### src/verilog/cel_consts.svh
// constants for the communication error logger
`ifndef CEL_CONSTS_SVH
`define CEL_CONSTS_SVH
`define CEL_CODE_FRAME      8'h84
`define CEL_CODE_UNDEF_CMD  8'h88
`define CEL_CODE_UI_BUSY    8'h89
`define CEL_CODE_NVM_BUSY   8'h8A
`define CEL_CODE_RANGE      8'h8C
`define CEL_CODE_EXEC_DIS   8'h8D
`define CEL_HIST_DEPTH      10
`define CEL_WARN_HOLD_NS    1000
`define CEL_CLK_PERIOD_NS   100
`define CEL_WARN_HOLD_CYC   ((`CEL_WARN_HOLD_NS + `CEL_CLK_PERIOD_NS - 1) / `CEL_CLK_PERIOD_NS)
`endif

### src/verilog/cel_pkg.sv
// types for the communication error logger
package cel_pkg;
    typedef logic [7:0] cel_code_t;
endpackage

### src/verilog/cel_logger.sv
// communication error classifier and ten-entry error history
`timescale 1ns/100ps
`default_nettype none
`include "cel_consts.svh"
module cel_logger
    import cel_pkg::*;
#(
    parameter int DEPTH = `CEL_HIST_DEPTH
) (
    // clock and reset
    input  wire logic       i_clk,
    input  wire logic       i_rstn,
    // request outcome, one-cycle pulse per finished request
    input  wire logic       i_req_done,
    input  wire logic       i_frame_err,
    input  wire logic       i_cmd_undefined,
    input  wire logic       i_ui_session,
    input  wire logic       i_nvm_processing,
    input  wire logic       i_internal_busy_flag,
    input  wire logic       i_nvm_alarm,
    input  wire logic       i_data_out_of_range,
    input  wire logic       i_cmd_disallowed,
    // history access
    input  wire logic       i_hist_read,
    input  wire logic [3:0] i_hist_index,
    input  wire logic       i_hist_clear,
    // other warning causes
    input  wire logic       i_other_warning,
    // answers
    output logic            o_refused,
    output logic            o_err_valid,
    output logic [7:0]      o_err_code,
    output logic            o_rd_valid,
    output logic [7:0]      o_rd_code,
    output logic [3:0]      o_hist_count,
    output logic            o_warning_output
);
    localparam int HOLD = `CEL_WARN_HOLD_CYC;

    initial begin
        if (DEPTH < 1 || DEPTH > 15) begin
            $error("cel_logger: DEPTH must be 1..15");
        end
    end

    // level inputs from other logic on this clock need no synchroniser
    cel_code_t hist [DEPTH];
    logic [3:0]  count;
    logic [7:0]  warn_cnt;

    wire logic nvm_block = i_nvm_processing | i_internal_busy_flag | i_nvm_alarm;
    // framing checked first: a damaged frame cannot carry a trusted command
    wire cel_code_t next_code =
        i_frame_err         ? `CEL_CODE_FRAME     :
        i_cmd_undefined     ? `CEL_CODE_UNDEF_CMD :
        i_ui_session        ? `CEL_CODE_UI_BUSY   :
        nvm_block           ? `CEL_CODE_NVM_BUSY  :
        i_data_out_of_range ? `CEL_CODE_RANGE     :
                              `CEL_CODE_EXEC_DIS;
    wire logic any_err = i_frame_err | i_cmd_undefined | i_ui_session | nvm_block
                       | i_data_out_of_range | i_cmd_disallowed;
    wire logic log_en  = i_req_done & any_err;
    wire logic idx_ok  = i_hist_index < count;
    wire logic full    = count == 4'(DEPTH);

    // a clear in the same cycle as a new error leaves just the new error logged
    always_ff @(posedge i_clk or negedge i_rstn) begin
        if (!i_rstn) begin
            count <= 4'h0;
        end else if (log_en) begin
            count <= i_hist_clear ? 4'h1 : (full ? count : count + 4'h1);
        end else if (i_hist_clear) begin
            count <= 4'h0;
        end
    end

    // shift register, entry 0 is newest; the oldest falls off the end
    always_ff @(posedge i_clk or negedge i_rstn) begin
        if (!i_rstn) begin
            for (int i = 0; i < DEPTH; i++) hist[i] <= 8'h00;
        end else if (log_en) begin
            hist[0] <= next_code;
            for (int i = 1; i < DEPTH; i++) hist[i] <= hist[i-1];
        end
    end

    always_ff @(posedge i_clk or negedge i_rstn) begin
        if (!i_rstn) begin
            o_refused   <= 1'b0;
            o_err_valid <= 1'b0;
            o_err_code  <= 8'h00;
        end else begin
            o_refused   <= log_en;
            o_err_valid <= log_en;
            o_err_code  <= log_en ? next_code : o_err_code;
        end
    end

    // out-of-range index or empty slot reads as zero
    always_ff @(posedge i_clk or negedge i_rstn) begin
        if (!i_rstn) begin
            o_rd_valid <= 1'b0;
            o_rd_code  <= 8'h00;
        end else begin
            o_rd_valid <= i_hist_read;
            o_rd_code  <= (i_hist_read && idx_ok) ? hist[i_hist_index] : 8'h00;
        end
    end

    always_ff @(posedge i_clk or negedge i_rstn) begin
        if (!i_rstn) begin
            o_hist_count <= 4'h0;
        end else begin
            o_hist_count <= (log_en || !i_hist_clear) ? (log_en ? (i_hist_clear ? 4'h1 :
                            (full ? count : count + 4'h1)) : count) : 4'h0;
        end
    end

    // communication error warning holds a short while after a frame error, then clears itself
    always_ff @(posedge i_clk or negedge i_rstn) begin
        if (!i_rstn) begin
            warn_cnt         <= 8'h00;
            o_warning_output <= 1'b0;
        end else begin
            if (i_req_done && i_frame_err) begin
                warn_cnt <= 8'(HOLD);
            end else if (warn_cnt != 8'h00) begin
                warn_cnt <= warn_cnt - 8'h01;
            end
            o_warning_output <= i_other_warning || (i_req_done && i_frame_err)
                              || (warn_cnt > 8'h01);
        end
    end
endmodule
`default_nettype wire

### config.mk
export PLATFORM = sky130hd
export DESIGN_NAME = cel_logger
export DESIGN_NICKNAME = d
export VERILOG_FILES = /design/src/verilog/cel_pkg.sv /design/src/verilog/cel_logger.sv
export VERILOG_INCLUDE_DIRS = /design/src /design/src/verilog
export SDC_FILE = /design/constraint.sdc
export NUM_CORES = 1
export LEC_CHECK = 0
export CORE_MARGIN = 4
export CORE_UTILIZATION = 65
export CTS_CLUSTER_DIAMETER = 120
export DETAILED_ROUTE_END_ITERATION = 8
export DONT_BUFFER_PORTS = 1
export HOLD_SLACK_MARGIN = 0.1
export PLACE_DENSITY = 0.8
export SYNTH_ARGS = -nofsm -noshare
export SYNTH_HDL_FRONTEND = slang
export SYNTH_SLANG_ARGS = --single-unit
### constraint.sdc
create_clock -name i_clk -period 2.9 [get_ports i_clk]
set_input_delay 0 -clock i_clk [delete_from_list [all_inputs] [get_ports i_clk]]
set_output_delay 0 -clock i_clk [all_outputs]
set_load 0.02 [all_outputs]
==> run summary <==
minimum clock period -> 2.48 ns
Detail Placement HPWL -> 4350 um
Initial DRC Count -> 169
count of non-filler cells in the finished layout -> 460
number of global-route vias before repair -> 2631
RR Endpoint -> o_rd_code[1]
all-layer global routing usage -> 24.4%
end point of the worst hold path -> o_rd_code[0]
pre-CTS setup slack -> 1.05 ns
I/O pins -> 42
final wirelength -> 7130 um
CTS Buf Count -> 9
maximum clock path buffer count -> 2
residual DRC count -> 0
Slew Limit Fails -> 0
die height -> 82.2 um
fill cell count -> 383
CP startpoint -> o_err_code[1]
Mapped Cells -> 376
Worst EP required -> 3.18 ns
Synth Cell Area -> 3570 um^2
grt total ovfl -> 0
hold depth -> 3
Crit Path Max Fanout -> 4
Worst IR Drop VDD -> 0.569 mV
CP Capture Type -> flip-flop
Initial Util -> 68.7%
Die Span X -> 82.2 um
wire per inst -> 15.5 um
startpoint class of the critical path -> flip-flop
clock root buffer -> clkbuf_8
ratio of final minimum period to clock period -> 85.4%
top achievable clock speed -> 0.404 GHz
post-route setup TNS -> 0 ns
LEAKAGE -> 1.92 nW
core area -> 5200 um^2
Final WS setup -> 0.424 ns
#FFs+latches synth -> 74
worst skew pair latency -> 0.34 ns
Placed Cells incl. Taps -> 422
outcome -> finished clean
# resized after CTS -> 0
final-report hold violation count -> 0
row count -> 26
initial antenna violation count -> 0
number of synthesized flops with an enable pin -> 0
DRT Pass-1 Iters -> 5
final core utilization -> 75.9%
cts hold-fix bufs -> 22
number of diodes -> 0
Netlist cell types -> 44
mean post-synth cell area -> 9.51 um^2
Clk pin slew, worst setup/hold paths -> 0.07 ns
Post-synth top flop -> dfrtp_1
commonest cells after routing, fill and taps aside -> 146 x nand2_1, 74 x dfrtp_1, 21 x dlygate4sd3_1
clock sinks -> 74
worst slew pin tran -> 0.851 ns
max cap viols -> 0
gpl congestion -> 0.801
first-pass GRT wire length -> 12200 um
DIE AREA -> 6750 um^2
htree depth -> 3
total number of vias -> 2611
Multi-input gate area -> 1520 um^2
R2R Path Start -> o_err_code[1]
Seq/Total Area, Yosys -> 51.8%
ys async rst share -> 100%
CTS tree -> yes
Max Clock Skew -> 0.00360 ns
Worst slew margin -> 43.2%
Crit Path Class -> flip-flop to flip-flop
layout cells sized above 1 -> 10.5%
Syn. warnings -> 0
commonest non-fill, non-tap cell in the layout -> nand2_1
# Post-CTS Setup Buffers -> 0
number of port buffers -> 0
area grow syn2layout -> 10.6%
Routed Antenna Nets -> 0
largest net degree at the start of global routing -> 75
drt via density -> 5.68
setup violators final -> 0
CP Data Arrival Time -> 2.76 ns
hold_sp -> i_hist_index[2]
Hold WC Path Type -> primary input to flip-flop
fin nets -> 411
RSZ-0062 raised after global routing -> false
worst r2r path cells -> 6
FF/Latch Area -> 1850 um^2
Pwr Density -> 686 nW/um^2
worst reg-to-reg setup slack -> 0.42 ns
synthesized netlist by cell type (4+ instances only):
cell type  count  area share (%)
mux4_2         7             4.4
inv_1          7            0.74
nor2_1        13             1.4
dfrtp_1       74              52
buf_2          9             1.3
buf_4         16             3.4
xor2_1         4            0.98
nand2_1      146              15
ha_1           8             2.8
clkbuf_1       4            0.42
mux2i_1        4             1.1
nand3_1        5            0.70
nor3_1        10             1.4
o21ai_0        7            0.98
a21oi_1       13             1.8
mux2_2         9             2.8
critical path, cell delays in order (launching register included):
cell and delay [ns]:
dfrtp_1 0.51, nor3b_1 0.25, a21oi_1 0.07, o221a_2 0.25, dlygate4sd3_1 0.55, a211oi_1 0.22
dlygate4sd3_1 0.57
stage by stage:
| stage | power, mW | cell area, um^2 | hold slack, ns |
|---|---|---|---|
| 6_report | 2.71 | 3950 | 0.116 |
| 3_5_place_dp | 1.81 | 3500 | -0.294 |
| 3_3_place_gp | 1.78 | 3500 | -0.294 |
| 4_1_cts | 2.73 | 3950 | 0.113 |
| 2_1_floorplan | 1.73 | 3590 | -0.296 |
| 5_1_grt | 2.87 | 3950 | 0.133 |
area by class of cell:
type,instances,share of cell area [%]
timing repair buffer,23,6.20
sequential,74,46.9
inverter,8,0.760
multi-input combinational,269,38.5
clock buffer,9,3.13
clock inverter,7,2.37
tap,70,2.22
cell families after synthesis:
family	share of synthesized area, %
adders and majority gates	2.80
and+or+nand+nor	22.9
other	0.105
AOI/OAI and AO/OA	6.65
DFF	51.8
xor gates and xnor gates	1.23
buffers and inverters	6.20
muxes	8.37
registers in the layout (all words and copies together), names as in the netlist:
register / count
hist: 45
warn_cnt: 8
o_err_code: 5
o_rd_code: 5
count: 4
o_hist_count: 4
o_err_valid: 1
o_rd_valid: 1
o_warning_output: 1
how the worst max path moves through the flow:
stage / slack, ns / end
after CTS: 0.41 / o_rd_code[1]
after floorplan: 1.23 / warn_cnt[5]
after global placement: 1.17 / warn_cnt[5]
after global routing: 0.23 / o_rd_code[1]
final: 0.42 / o_rd_code[1]
after detailed placement: 1.05 / warn_cnt[5]
routing by layer:
metal / up-vias / wire, um / GRT usage (%)
met5: - / 0 / 0
met4: 0 / 156 / 8.64
met3: 19 / 364 / 7.59
met2: 75 / 3580 / 40.7
met1: 1266 / 3030 / 29.9
li1: 1251 / - / -
power by group:
part           switching, mW  internal [mW]
combinational          0.274          0.226
clock                  0.372          0.482
sequential             0.175           1.18
(Power assumes the default switching activity.)
